**src/wake_filter_pkg.sv**
```systemverilog
// constants and carriers for the selective-wake frame filter register bank
// assumes a decoded register port: 7-bit address, 16-bit data, one-cycle strobes
package wake_filter_pkg;

    localparam logic [6:0]  ADDR_WAKE_ID_LOW         = 7'h31; // identifier bits 12..0
    localparam logic [6:0]  ADDR_WAKE_ID_MASK_HIGH   = 7'h34;
    localparam logic [6:0]  ADDR_WAKE_ID_MASK_LOW    = 7'h35;
    localparam logic [6:0]  ADDR_WAKE_FRAME_LEN_CODE = 7'h36;
    localparam logic [6:0]  ADDR_WAKE_PAYLOAD_7_6    = 7'h37;

    localparam logic [15:0] RESET_VALUE              = 16'h0000;
    localparam logic [15:0] WMASK_ID_LOW             = 16'hFF7F; // bit 7 reserved
    localparam logic [15:0] WMASK_ID_MASK_LOW        = 16'hFF7C; // bits 7, 1:0 reserved
    localparam logic [15:0] WMASK_FULL               = 16'hFFFF;
    localparam logic [15:0] WMASK_LEN_CODE           = 16'h000F;

    localparam int          ID_UPPER_MSB             = 15;
    localparam int          ID_UPPER_LSB             = 8;
    localparam int          ID_LOWER_MSB             = 6;
    localparam int          ID_LOWER_LSB             = 2;
    localparam logic [3:0]  LEN_CODE_MAX_EXACT       = 4'h7;
    localparam logic [3:0]  LEN_BYTES_FULL           = 4'h8;
    localparam logic [3:0]  LEN_BYTES_FOR_BYTE_6     = 4'h7;

    typedef struct packed {
        logic [28:0] id;     // received identifier
        logic [3:0]  dlc;    // received length code
        logic [7:0]  byte_7; // received payload byte 7
        logic [7:0]  byte_6; // received payload byte 6
    } wake_frame_t;

    typedef struct packed {
        logic id_match;
        logic len_match;
        logic payload_match;
    } wake_result_t;

endpackage

```
**src/can_wake_frame_filter_regs.sv**
```systemverilog
// configuration registers of the selective-wake frame filter and the compare against them
// assumes: register strobes and received frames are synchronous to clk, strobes last one cycle
// Contract
// identifier bit compared only where its mask bit is 1, ignored where 0
// low mask: id 12..5 at bits 15:8, id 4..0 at bits 6:2
// low mask bit 7, 1:0 and length bits 15:4 read zero, writes ignored
// restart keeps low mask contents; reserved bits still read zero
// high mask and payload 7/6 survive restart; power-on or soft reset clears them
// four-bit writable expected length code at bits 3:0
// codes 0..7 mean 0..7 bytes; 8..15 mean eight bytes; zero means cleared
// length matches only if all four code bits equal the configured code
// sending node states true data byte count, zero to eight, in its code
// restart keeps length code; power-on or soft reset clears it
// payload byte 7 at bits 15:8, byte 6 at bits 7:0, lsb lowest
// identifier bits 12..0 stored at same positions as their mask bits
// identifier matches only when every masked bit equals configured bit
`timescale 1ns/1ps
module can_wake_frame_filter_regs (
    input  wire logic                        clk,           // 100 MHz clock
    input  wire logic                        rst_n,         // power-on or soft reset
    input  wire logic                        restart,       // restart, keeps configuration
    input  wire logic                        reg_wr,        // register write strobe
    input  wire logic                        reg_rd,        // register read strobe
    input  wire logic [6:0]                  reg_addr,      // register address
    input  wire logic [15:0]                 reg_wdata,     // write data
    output logic      [15:0]                 reg_rdata,     // read data, one cycle after reg_rd
    output logic                             reg_ack,       // read or write taken, registered
    input  wire logic                        frame_valid,   // received wake-up frame strobe
    input  wire wake_filter_pkg::wake_frame_t frame,        // received frame fields
    output wake_filter_pkg::wake_result_t    result,        // compare result, registered
    output logic                             result_valid,  // result strobe
    output logic      [3:0]                  expected_bytes // decoded configured length
);

    logic [15:0] id_low_reg;
    logic [15:0] mask_high_reg;
    logic [15:0] mask_low_reg;
    logic [15:0] len_code_reg;
    logic [15:0] payload_reg;
    logic [15:0] rdata_next;
    logic [12:0] id_mask;
    logic [12:0] id_cfg;
    logic [3:0]  cfg_bytes;
    wake_filter_pkg::wake_result_t result_next;

    // identifier field layout shared by the mask and identifier registers
    function automatic logic [12:0] id_field(input logic [15:0] r);
        id_field = {r[wake_filter_pkg::ID_UPPER_MSB:wake_filter_pkg::ID_UPPER_LSB],
                    r[wake_filter_pkg::ID_LOWER_MSB:wake_filter_pkg::ID_LOWER_LSB]};
    endfunction

    function automatic logic [3:0] code_to_bytes(input logic [3:0] code);
        if (code > wake_filter_pkg::LEN_CODE_MAX_EXACT) begin
            code_to_bytes = wake_filter_pkg::LEN_BYTES_FULL;
        end else begin
            code_to_bytes = code;
        end
    endfunction

    function automatic logic wr_hit(input logic [6:0] a);
        wr_hit = reg_wr && (reg_addr == a);
    endfunction

    // restart is deliberately absent from every config flop: only rst_n clears them
    always_ff @(posedge clk or negedge rst_n) begin
        if (!rst_n) begin
            id_low_reg <= wake_filter_pkg::RESET_VALUE;
        end else if (wr_hit(wake_filter_pkg::ADDR_WAKE_ID_LOW)) begin
            id_low_reg <= reg_wdata & wake_filter_pkg::WMASK_ID_LOW;
        end
    end

    // the identifier shares the mask layout, so one field function serves both
    id_write_map_a: assert property (@(posedge clk) disable iff (!rst_n)
        reg_wr && (reg_addr == wake_filter_pkg::ADDR_WAKE_ID_LOW)
        |=> (id_cfg == {$past(reg_wdata[15:8]), $past(reg_wdata[6:2])}) &&
            (id_low_reg[7] == 1'b0))
        else $error("identifier write lands in wrong bits");

    always_ff @(posedge clk or negedge rst_n) begin
        if (!rst_n) begin
            mask_high_reg <= wake_filter_pkg::RESET_VALUE;
        end else if (wr_hit(wake_filter_pkg::ADDR_WAKE_ID_MASK_HIGH)) begin
            mask_high_reg <= reg_wdata & wake_filter_pkg::WMASK_FULL;
        end
    end

    // every bit of the high mask is writable storage
    mask_high_write_a: assert property (@(posedge clk) disable iff (!rst_n)
        reg_wr && (reg_addr == wake_filter_pkg::ADDR_WAKE_ID_MASK_HIGH)
        |=> (mask_high_reg == $past(reg_wdata)))
        else $error("high mask write not stored");

    always_ff @(posedge clk or negedge rst_n) begin
        if (!rst_n) begin
            mask_low_reg <= wake_filter_pkg::RESET_VALUE;
        end else if (wr_hit(wake_filter_pkg::ADDR_WAKE_ID_MASK_LOW)) begin
            mask_low_reg <= reg_wdata & wake_filter_pkg::WMASK_ID_MASK_LOW;
        end
    end

    mask_reserved_zero_a: assert property (@(posedge clk) disable iff (!rst_n)
        (mask_low_reg[7] == 1'b0) && (mask_low_reg[1:0] == 2'b00))
        else $error("reserved low mask bits not zero");

    mask_write_map_a: assert property (@(posedge clk) disable iff (!rst_n)
        reg_wr && (reg_addr == wake_filter_pkg::ADDR_WAKE_ID_MASK_LOW)
        |=> (id_mask == {$past(reg_wdata[15:8]), $past(reg_wdata[6:2])}))
        else $error("low mask write lands in wrong bits");

    mask_ends_a: assert property (@(posedge clk) disable iff (!rst_n)
        (id_mask[12] == mask_low_reg[15]) && (id_mask[0] == mask_low_reg[2]))
        else $error("mask field ends misplaced");

    // restart never reaches this flop, so only a write or rst_n may move it
    restart_keep_mask_a: assert property (@(posedge clk) disable iff (!rst_n)
        restart && !reg_wr |=> $stable(mask_low_reg))
        else $error("restart disturbed low mask");

    always_ff @(posedge clk or negedge rst_n) begin
        if (!rst_n) begin
            len_code_reg <= wake_filter_pkg::RESET_VALUE;
        end else if (wr_hit(wake_filter_pkg::ADDR_WAKE_FRAME_LEN_CODE)) begin
            len_code_reg <= reg_wdata & wake_filter_pkg::WMASK_LEN_CODE;
        end
    end

    len_reserved_zero_a: assert property (@(posedge clk) disable iff (!rst_n)
        len_code_reg[15:4] == 12'h000)
        else $error("length code upper bits stored");

    restart_keep_len_a: assert property (@(posedge clk) disable iff (!rst_n)
        restart && !reg_wr |=> $stable(len_code_reg))
        else $error("restart disturbed length code");

    // no disable here: the flops clear asynchronously, so the edge after
    // reset is seen low must already show the cleared value
    por_clear_len_a: assert property (@(posedge clk)
        !rst_n |=> (len_code_reg == wake_filter_pkg::RESET_VALUE))
        else $error("length code not cleared by reset");

    always_ff @(posedge clk or negedge rst_n) begin
        if (!rst_n) begin
            payload_reg <= wake_filter_pkg::RESET_VALUE;
        end else if (wr_hit(wake_filter_pkg::ADDR_WAKE_PAYLOAD_7_6)) begin
            payload_reg <= reg_wdata & wake_filter_pkg::WMASK_FULL;
        end
    end

    payload_write_map_a: assert property (@(posedge clk) disable iff (!rst_n)
        reg_wr && (reg_addr == wake_filter_pkg::ADDR_WAKE_PAYLOAD_7_6)
        |=> (payload_reg == $past(reg_wdata)))
        else $error("payload write lands in wrong bits");

    restart_keep_cfg_a: assert property (@(posedge clk) disable iff (!rst_n)
        restart && !reg_wr |=> $stable(mask_high_reg) && $stable(payload_reg))
        else $error("restart disturbed high mask or payload");

    por_clear_cfg_a: assert property (@(posedge clk)
        !rst_n |=> (mask_high_reg == wake_filter_pkg::RESET_VALUE) &&
                   (payload_reg == wake_filter_pkg::RESET_VALUE))
        else $error("high mask or payload not cleared by reset");

    // unmapped addresses read as zero
    always_comb begin
        case (reg_addr)
            wake_filter_pkg::ADDR_WAKE_ID_LOW:         rdata_next = id_low_reg;
            wake_filter_pkg::ADDR_WAKE_ID_MASK_HIGH:   rdata_next = mask_high_reg;
            wake_filter_pkg::ADDR_WAKE_ID_MASK_LOW:    rdata_next = mask_low_reg;
            wake_filter_pkg::ADDR_WAKE_FRAME_LEN_CODE: rdata_next = len_code_reg;
            wake_filter_pkg::ADDR_WAKE_PAYLOAD_7_6:    rdata_next = payload_reg;
            default:                                   rdata_next = 16'h0000;
        endcase
    end

    always_ff @(posedge clk or negedge rst_n) begin
        if (!rst_n) begin
            reg_rdata <= 16'h0000;
            reg_ack   <= 1'b0;
        end else begin
            reg_ack <= reg_wr | reg_rd;
            if (reg_rd) begin
                reg_rdata <= rdata_next;
            end
        end
    end

    len_upper_read_a: assert property (@(posedge clk) disable iff (!rst_n)
        reg_rd && (reg_addr == wake_filter_pkg::ADDR_WAKE_FRAME_LEN_CODE)
        |=> (reg_rdata[15:4] == 12'h000))
        else $error("length code upper bits read nonzero");

    mask_read_reserved_a: assert property (@(posedge clk) disable iff (!rst_n)
        reg_rd && (reg_addr == wake_filter_pkg::ADDR_WAKE_ID_MASK_LOW)
        |=> (reg_rdata[7] == 1'b0) && (reg_rdata[1:0] == 2'b00))
        else $error("low mask reserved bits read nonzero");

    // a read right behind the write must already see the new code
    len_write_a: assert property (@(posedge clk) disable iff (!rst_n)
        reg_wr && (reg_addr == wake_filter_pkg::ADDR_WAKE_FRAME_LEN_CODE)
        ##1 reg_rd && (reg_addr == wake_filter_pkg::ADDR_WAKE_FRAME_LEN_CODE) && !reg_wr
        |=> (reg_rdata == {12'h000, $past(reg_wdata[3:0], 2)}))
        else $error("length code write not read back");

    payload_read_a: assert property (@(posedge clk) disable iff (!rst_n)
        reg_rd && (reg_addr == wake_filter_pkg::ADDR_WAKE_PAYLOAD_7_6)
        |=> (reg_rdata == $past(payload_reg)))
        else $error("payload register read wrong");

    assign id_mask   = id_field(mask_low_reg);
    assign id_cfg    = id_field(id_low_reg);
    assign cfg_bytes = code_to_bytes(len_code_reg[3:0]);

    // only the lower 13 identifier bits are compared here; the high identifier
    // register lives elsewhere, so the high mask is storage only in this block
    always_comb begin
        result_next.id_match  = (((frame.id[12:0] ^ id_cfg) & id_mask) == 13'h0000);
        result_next.len_match = (frame.dlc == len_code_reg[3:0]);
        result_next.payload_match =
            ((cfg_bytes < wake_filter_pkg::LEN_BYTES_FULL) ||
             (frame.byte_7 == payload_reg[15:8])) &&
            ((cfg_bytes < wake_filter_pkg::LEN_BYTES_FOR_BYTE_6) ||
             (frame.byte_6 == payload_reg[7:0]));
    end

    // restart drops a pending result but never the configuration
    always_ff @(posedge clk or negedge rst_n) begin
        if (!rst_n) begin
            result       <= '0;
            result_valid <= 1'b0;
        end else if (restart) begin
            result       <= '0;
            result_valid <= 1'b0;
        end else begin
            result_valid <= frame_valid;
            if (frame_valid) begin
                result <= result_next;
            end
        end
    end

    unmasked_ignored_a: assert property (@(posedge clk) disable iff (!rst_n || restart)
        frame_valid && (mask_low_reg == 16'h0000) ##1 !restart |-> result.id_match)
        else $error("id mismatch with all bits unmasked");

    masked_bit_compared_a: assert property (@(posedge clk) disable iff (!rst_n)
        frame_valid && !restart && id_mask[0] && (frame.id[0] != id_cfg[0])
        |=> !result.id_match)
        else $error("masked identifier bit not compared");

    id_equal_match_a: assert property (@(posedge clk) disable iff (!rst_n)
        frame_valid && !restart && (frame.id[12:0] == id_cfg)
        |=> result.id_match)
        else $error("equal identifier not matched");

    id_compare_a: assert property (@(posedge clk) disable iff (!rst_n)
        frame_valid && !restart
        |=> result.id_match ==
            ((($past(frame.id[12:0]) ^ $past(id_cfg)) & $past(id_mask)) == 13'h0000))
        else $error("id compare result wrong");

    len_exact_a: assert property (@(posedge clk) disable iff (!rst_n)
        frame_valid && !restart
        |=> result.len_match == ($past(frame.dlc) == $past(len_code_reg[3:0])))
        else $error("length compare not bitwise");

    // two codes that both mean eight bytes must still fail the length check
    len_mismatch_a: assert property (@(posedge clk) disable iff (!rst_n)
        frame_valid && !restart && (frame.dlc != len_code_reg[3:0])
        |=> !result.len_match)
        else $error("differing length codes matched");

    // payload bytes only count when the configured length reaches them
    payload_compare_a: assert property (@(posedge clk) disable iff (!rst_n)
        frame_valid && !restart &&
        (cfg_bytes >= wake_filter_pkg::LEN_BYTES_FOR_BYTE_6) &&
        (frame.byte_6 != payload_reg[7:0])
        |=> !result.payload_match)
        else $error("payload byte 6 mismatch not flagged");

    always_ff @(posedge clk or negedge rst_n) begin
        if (!rst_n) begin
            expected_bytes <= 4'h0;
        end else begin
            expected_bytes <= cfg_bytes;
        end
    end

    decode_full_a: assert property (@(posedge clk) disable iff (!rst_n)
        (len_code_reg[3] == 1'b1) |=> (expected_bytes == 4'h8) || $changed(len_code_reg))
        else $error("long code not decoded as eight bytes");

    decode_short_a: assert property (@(posedge clk) disable iff (!rst_n)
        (len_code_reg[3] == 1'b0) |=> (expected_bytes == $past(len_code_reg[3:0])))
        else $error("short code not decoded as its byte count");

    cover_match_c: cover property (@(posedge clk) disable iff (!rst_n)
        result_valid && result.id_match && result.len_match && result.payload_match);
    cover_long_code_c: cover property (@(posedge clk) disable iff (!rst_n)
        frame_valid && (frame.dlc == 4'h8) && (len_code_reg[3:0] == 4'hF));
    cover_restart_c: cover property (@(posedge clk) disable iff (!rst_n)
        restart && (mask_low_reg != 16'h0000));
    cover_short_len_c: cover property (@(posedge clk) disable iff (!rst_n)
        result_valid && (expected_bytes == 4'h6) && result.payload_match);
    cover_restart_frame_c: cover property (@(posedge clk) disable iff (!rst_n)
        frame_valid && restart);

endmodule

```
**config.mk**
```make
export PLATFORM = sky130hd
export DESIGN_NAME = can_wake_frame_filter_regs
export DESIGN_NICKNAME = d
export VERILOG_FILES = /design/src/wake_filter_pkg.sv /design/src/can_wake_frame_filter_regs.sv
export SDC_FILE = /design/constraint.sdc
export NUM_CORES = 1
export LEC_CHECK = 0
export ABC_CLOCK_PERIOD_IN_PS = 3720
export BUFFER_PORTS_ARGS = -buffer_cell sky130_fd_sc_hd__buf_4
export CAP_MARGIN = 30
export CORE_ASPECT_RATIO = 2
export CORE_MARGIN = 2
export CORE_UTILIZATION = 45
export CTS_CLUSTER_DIAMETER = 80
export DETAILED_ROUTE_END_ITERATION = 10
export GPL_ROUTABILITY_DRIVEN = 1
export PLACE_DENSITY = 0.69
export SLEW_MARGIN = 20
export SYNTH_ARGS = -nofsm -noshare
export SYNTH_HDL_FRONTEND = slang
export SYNTH_SLANG_ARGS = --single-unit
```
**constraint.sdc**
```tcl
create_clock -name clk -period 3.72 [get_ports clk]
set_input_delay 0.372 -clock clk [delete_from_list [all_inputs] [get_ports clk]]
set_output_delay 0.372 -clock clk [all_outputs]
set_load 0.005 [all_outputs]
```
=== Word-level counts from Yosys, hierarchy flattened ===
Cells that the tools add are included.

* Register bits: 89
* Bits of input ports: 78
* Output and inout bits: 25
* Logic and storage cells: 41

* $lt $le $gt $ge: 3
* Equality and inequality tests: 8
* Muxes and demuxes: 5
* Bitwise gates (word level): 3
* Reductions and logical operators: 10

{| class="wikitable"
|+ Operator list
! cell !! number
|-
| one-hot mux 16 bit (5 select lines) || 1
|-
| equality test 7 x 6 -> 1 bit (second input constant) || 5
|-
| equality test 8 bit || 2
|-
| AND 13 bit || 1
|-
| logical NOT 13 bit || 1
|-
| XOR 13 bit || 1
|-
| logical AND 1 bit || 6
|-
| 2-to-1 mux 3 bit || 2
|-
| equality test 4 bit || 1
|-
| greater-than comparator 4 x 3 -> 1 bit (second input constant) || 1
|-
| less-than comparator 4 x 3 -> 1 bit (second input constant) || 1
|-
| less-than comparator 4 bit (second input constant) || 1
|-
| 2-to-1 mux 4 bit || 1
|-
| logical OR 1 bit || 2
|-
| nonzero test 2 bit || 1
|-
| 2-to-1 mux 1 bit || 1
|-
| OR 1 bit || 1
|}

=== Depth between registers and ports, before layout ===
Gate-level depths: netlist (run 1).

* Depth in word-level cells: 7
* Depth in mapped cells: 7
* Mapped depth without buffers: 4

=== Least setup slack after synthesis (run 1) ===
Ideal clock, no wire load.

* Path type: input -> register
* From: in reg_addr[3]
* To: reg payload_reg[10]
* Setup time: 0.125 ns
* Arrival time: 1.577 ns
* Path slack: 2.018 ns
* Stages: 6
* Buffers on the path: 2
* Path through: and4bb_2 > and2_1 > buf_4 > nand4_4 > buf_6 > mux2_4

* Cells in the longest elaborated chain, start to end: 2

{| class="wikitable"
|+ Ends and longest elaborated chain
! item !! line !! RTL
|-
| start, declared || can_wake_frame_filter_regs.sv:24 || <nowiki>input wire logic [6:0] reg_addr,</nowiki>
|-
| equality test 7 x 6 -> 1 bit || can_wake_frame_filter_regs.sv:61 || <nowiki>wr_hit = reg_wr && (reg_addr == a);</nowiki>
|-
| logical AND 1 bit || can_wake_frame_filter_regs.sv:61 ||
|-
| end signal, assigned || can_wake_frame_filter_regs.sv:144 || <nowiki>payload_reg <= wake_filter_pkg::RESET_VALUE;</nowiki>
|-
| end signal, assigned || can_wake_frame_filter_regs.sv:146 || <nowiki>payload_reg <= reg_wdata & wake_filter_pkg::WMASK_FULL;</nowiki>
|-
| end, declared || can_wake_frame_filter_regs.sv:39 || <nowiki>logic [15:0] payload_reg;</nowiki>
|}

Every way passes these cells.
A chain may end at the register's enable or synchronous reset.

=== Worst setup path in the final report (run 1) ===
* From: in reg_addr[3]
* To: reg payload_reg[13]

Same word-level chain as after synthesis.

==> results.yml, run 1 <==
logic_synthesis:
  yosysUniqueCellTypes: 43
  synth_cells: 335
  synth_edf_count: 0
  ys_top_cells_by_area: "dfrtp_1 (52%), mux2_2 (14%), xor2_1 (6.5%)"
  netlist_top_cells_count: "dfrtp_1 (89), mux2_2 (54), xor2_1 (32)"
  synth.top_cell.area_share: 0.517
  syn-mean-instance-area_um2: 12.8
  yosys_warnings: 0
  synth_ff_type: "dfrtp_1"
  syn_nets: 413
  syn_area_um2: 4300
  ys_async_sr_fraction: 1.00
  ys_seq_area_frac: 0.517
  synth.ff_latch_count: 89
  yosysTopAreaCell: "dfrtp_1"
  synth_most_common_cell: "dfrtp_1"
timing:
  postLayoutSetupSlackWorst_ns: 1.87
  final_max_slew_viol_count: 0
  rsz0062_at_grt: "no"
  timing.final.hold_violations: 0
  post-route-period-util: 0.496
  setup_viol: 0
  fmax_ghz: 0.541
  relSlewSlack: 0.429
  min_period_ns: 1.85
  fin_skew_ns: 0.0103
  tightest_slew_ns: 0.848
  fin_setup_tns_ns: 0
power:
  p_leak_uw: 0.00270
  vdd_drop_max_uv: 301
  power_density_nw_per_um2: 428
  power.total_uw: 2290
grt:
  track_usage: 0.220
  grt_pass1_wl_mm: 16.8
  grt_pass1_vias: 3212
  antenna_found_initial: 0
  gr-total-overflow: 0
  grt_start_max_net_pins: 70
route:
  vias_per_cell: 5.73
  drt_iter0_drc: 179
  routed_wl_mm: 10.9
  num_vias: 3013
  post_drt_wl_per_cell_um: 20.7
  drc: 0
  drt-pass1-iter-count: 6
  ant_nets: 0
min_path:
  hold_path_class: "in -> reg"
  min_from: "restart"
die:
  fp.coreArea_um2: 9320
  die_x_um: 73.2
  fp.dieH_um: 142
  core.rowCount: 50
  die_area_um2: 10400
  ios: 103
  start_util: 0.462
clock_tree:
  clock-sinks: 89
  h-tree-depth: 3
  clk_latency_ns: 0.34
  post_cts_resized: 0
  cts_buffers: 9
  cts_tree: "done"
  root_buffer: "clkbuf_16"
  path_clk_slew_ns: 0.06
  cts_max_path_buffers: 2
worst_setup_path:
  critPathKind: "in -> reg"
  r2r_start: "payload_reg[6]$_DFFE_PN0P_"
  reg2reg_depth: 4
  crit_path_start_kind: "input port"
  worstPathMaxFanout: 16
  endpoint: "payload_reg[13]$_DFFE_PN0P_"
  worstPathArrival_ns: 2.06
  required_ns: 3.93
  startpoint: "reg_addr[3]"
  endpoint_kind: "register"
  r2r_end: "result[0]$_DFFE_PN0P_"
  rrSetupSlack_ns: 2.01
cells_and_area:
  drive_above_1_share: 0.427
  nNetsFinal: 495
  syn_to_final_growth_pct: 24.2
  final_util: 0.574
  antenna_cells: 0
placed_design:
  post-dp-hpwl_mm: 7.62
  place.gp.congestion: 0.812
  post-place-ws_ns: 1.55
  portBuffers: 86
status:
  status: "completed"
run:
  maxCapViolCount: 0
## stage by stage
stage	hold WS, ns	cells	instance area (um2)
final	0.205	526	5350
after global routing	0.199	526	5350
after CTS	0.192	524	5310
after detailed placement	0.486	508	4990
after global placement	0.479	508	4990
after floorplan	0.0764	335	4300
## final cells by class
type                       count  area (um2)
inverter                       5        18.8
timing repair buffer          92         713
sequential                    89        2230
clock buffer                  12         267
tap                          104         130
fill                         786        3980
multi-input combinational    220        1940
clock inverter                 4        50.0
## how the worst min path moves through the flow
stage / endpoint / slack [ns] / cells after the start
after floorplan: expected_bytes[0]$_DFF_PN0_ / 0.08 / 0
after global placement: reg_rdata[14]$_DFFE_PN0P_ / 0.48 / 2
after detailed placement: reg_rdata[9]$_DFFE_PN0P_ / 0.49 / 2
after CTS: reg_ack$_DFF_PN0_ / 0.19 / 1
after global routing: result[1]$_DFFE_PN0P_ / 0.20 / 2
final: result[1]$_DFFE_PN0P_ / 0.21 / 2
## layout by cell type, fill, tap and decap left out, types with 2 or more instances in the layout
master      count
a21oi_1         2
a22o_1          2
a22oi_1         9
a2bb2oi_1      11
a311oi_1        2
a31oi_1        11
and2_1          3
and3_1          2
and3b_1         2
buf_4          90
clkbuf_16       9
clkbuf_8        3
clkinvlp_4      2
dfrtp_1        89
inv_1           5
mux2_2         54
mux2_4         10
mux2i_1        12
mux4_2          2
nand2_1         4
nand3_1         4
nand4_1         2
nor2_1          5
nor2b_1        16
nor4_1          4
o21ai_0        15
o221ai_1        2
xor2_1         32
## report_power, final
part	leakage, uW	total, uW	switching (uW)	internal [uW]
clock	0.000151	939	365	574
combinational	0.00134	267	117	149
sequential	0.00121	1080	52.1	1030
## per-layer routing
layer	vias up	share of wire	GRT usage
met3	15	0.033	0.0397
met1	1543	0.39	0.258
met5	-	0	0
met4	0	0.022	0.0877
met2	70	0.56	0.387
li1	1385	-	-
## cells by family (layout without fill, tap and decap cells)
kind of cell           after synthesis  count (layout)  synth area share
buffers and inverters               26             113            0.0317
XOR/XNOR                            33              33            0.0672
AO/OA/AOI/OAI                       57              57            0.0913
multiplexers                        78              78             0.215
flip-flops                          89              89             0.517
AND/OR/NAND/NOR                     52              52            0.0779
## worst max-delay path: stages
cell      delay (ns)
buf_4           0.11
and4bb_2        0.37
and2_1          0.32
nand4_4         0.45
mux2_4          0.45
## timing repair
item,in CTS,in global routing
endpoints found under the setup margin,0,0
hold buffers,0,1
hold endpoints to repair,0,18
buffers inserted,0,0
Power figures use the tool's default switching activity.
==> inputs of run 2 (changes only) <==
--- a/config.mk
+++ b/config.mk
@@ -5,7 +5,7 @@
 export SDC_FILE = /design/constraint.sdc
 export NUM_CORES = 1
 export LEC_CHECK = 0
-export ABC_CLOCK_PERIOD_IN_PS = 3720
+export ABC_CLOCK_PERIOD_IN_PS = 1600
 export BUFFER_PORTS_ARGS = -buffer_cell sky130_fd_sc_hd__buf_4
 export CAP_MARGIN = 30
 export CORE_ASPECT_RATIO = 2
@@ -14,7 +14,7 @@
 export CTS_CLUSTER_DIAMETER = 80
 export DETAILED_ROUTE_END_ITERATION = 10
 export GPL_ROUTABILITY_DRIVEN = 1
-export PLACE_DENSITY = 0.69
+export PLACE_DENSITY = 0.72
 export SLEW_MARGIN = 20
 export SYNTH_ARGS = -nofsm -noshare
 export SYNTH_HDL_FRONTEND = slang
==> constraint.sdc (replaced) <==
create_clock -name clk -period 1.6 [get_ports clk]
set_input_delay 0.16 -clock clk [delete_from_list [all_inputs] [get_ports clk]]
set_output_delay 0.16 -clock clk [all_outputs]
set_load 0.005 [all_outputs]
==> run 2 against run 1 <==
Net effect: combinational power is 140% higher; clock skew is 0.0046 ns lower; sequential share of layout area is 0.91 points lower; critical endpoint is now reg_rdata[3]$_DFFE_PN0P_; largest cell class unchanged; largest power group unchanged.
==> results.yml, run 2 (synthesized netlist as in run 1, its figures left out) <==
route:
  drt_iter0_drc: 211
  num_vias: 3055
  drt-pass1-iter-count: 4
  post_drt_wl_per_cell_um: 20.5
  ant_nets: 0
  routed_wl_mm: 11.1
  drc: 0
  vias_per_cell: 5.66
die:
  die_x_um: 73.2
  core.rowCount: 50
  die_area_um2: 10400
  start_util: 0.462
  ios: 103
  fp.coreArea_um2: 9320
  fp.dieH_um: 142
cells_and_area:
  drive_above_1_share: 0.438
  nFillCells: 780
  syn_to_final_growth_pct: 27.0
  ff_latch_area_um2: 2230
  multi_input_area_um2: 1940
  design_area_um2: 5470
  nNetsFinal: 509
  instances_no_fill: 540
  antenna_cells: 0
  final_common_cell: "buf_4"
  final_cell_mix: "buf_4 (98), dfrtp_1 (89), mux2_2 (54), xor2_1 (32), nor2b_1 (16)"
placed_design:
  postPlaceCellArea_um2: 5170
  place.gp.congestion: 0.838
  post-place-ws_ns: -0.0514
  dp.cells: 522
  portBuffers: 86
  post-dp-hpwl_mm: 7.82
grt:
  grt_pass1_wl_mm: 17.0
  gr-total-overflow: 0
  track_usage: 0.223
  antenna_found_initial: 0
  grt_start_max_net_pins: 90
  grt_pass1_vias: 3157
timing:
  rsz0062_at_grt: "no"
  fin_skew_ns: 0.00567
  min_period_ns: 1.40
  relSlewSlack: 0.676
  timing.final.hold_violations: 0
  final_max_slew_viol_count: 0
  postLayoutSetupSlackWorst_ns: 0.203
  worst_hold_slack_ns: 0.0690
  fmax_ghz: 0.716
  post-route-period-util: 0.873
  setup_viol: 0
  tightest_slew_ns: 0.486
worst_setup_path:
  worstPathMaxFanout: 3
  critPathKind: "reg -> reg"
  reg2reg_depth: 4
  required_ns: 1.83
  crit_path_start_kind: "register"
  worstPathArrival_ns: 1.63
  endpoint_kind: "register"
clock_tree:
  root_buffer: "clkbuf_16"
  path_clk_slew_ns: 0.06
  cts_tree: "done"
  cts_buffers: 9
  h-tree-depth: 3
  cts_max_path_buffers: 2
  clock-sinks: 89
  clk_latency_ns: 0.34
  post_cts_resized: 0
power:
  power.total_uw: 5120
  power_density_nw_per_um2: 937
  vdd_drop_max_uv: 617
  p_leak_uw: 0.00278
min_path:
  hold_path_class: "in -> reg"
  whs_path_depth: 2
run:
  maxCapViolCount: 0
status:
  status: "completed"
[run 2: routing by layer]
layer	routed length (um)	GRT usage	vias to the layer above
met3	348	0.0361	18
met1	4270	0.262	1557
met5	0	0	-
met4	299	0.0994	0
li1	-	-	1404
met2	6130	0.390	76
[run 2: critical path, cell delays in order (launching register included)]
cell and delay (ns):
dfrtp_1 0.42, mux4_2 0.48, nand2_1 0.08, o21ai_0 0.07
a31o_2 0.24
[run 2: power breakdown]
group,internal (uW),total (uW),switching (uW)
combinational,359,640,280
clock,1100,1960,866
sequential,2400,2520,117
total,3860,5120,1260
[run 2: worst paths after layout]
kind / startpoint / end / slack (ns)
max: payload_reg[3]$_DFFE_PN0P_ / reg_rdata[3]$_DFFE_PN0P_ / 0.20
min: reg_wdata[7] / payload_reg[7]$_DFFE_PN0P_ / 0.07
max in group asynchronous: rst_n / id_low_reg[4]$_DFFE_PN0P_ / 0.82
max reg2reg: payload_reg[3]$_DFFE_PN0P_ / reg_rdata[3]$_DFFE_PN0P_ / 0.20
min in group asynchronous: rst_n / mask_high_reg[0]$_DFFE_PN0P_ / 0.39
min reg2reg: mask_high_reg[14]$_DFFE_PN0P_ / reg_rdata[14]$_DFFE_PN0P_ / 0.50
[run 2: cell type report]
class | instances | area share
clock buffer | 12 | 0.0451
sequential | 89 | 0.408
multi-input combinational | 220 | 0.355
tap | 104 | 0.0238
timing repair buffer | 106 | 0.160
clock inverter | 4 | 0.00481
inverter | 5 | 0.00343
[run 2: repair_timing]
action / CTS / global route
hold buffers: 2 / 0
setup buffers: 0 / 0
hold endpoints to repair: 90 / 0
[run 2: metrics by stage]
stage           util  TNS [ns]
2_1_floorplan      -         0
3_3_place_gp   0.555    -0.555
3_5_place_dp   0.555     -1.28
4_1_cts        0.586         0
5_1_grt        0.586         0
6_report       0.586         0
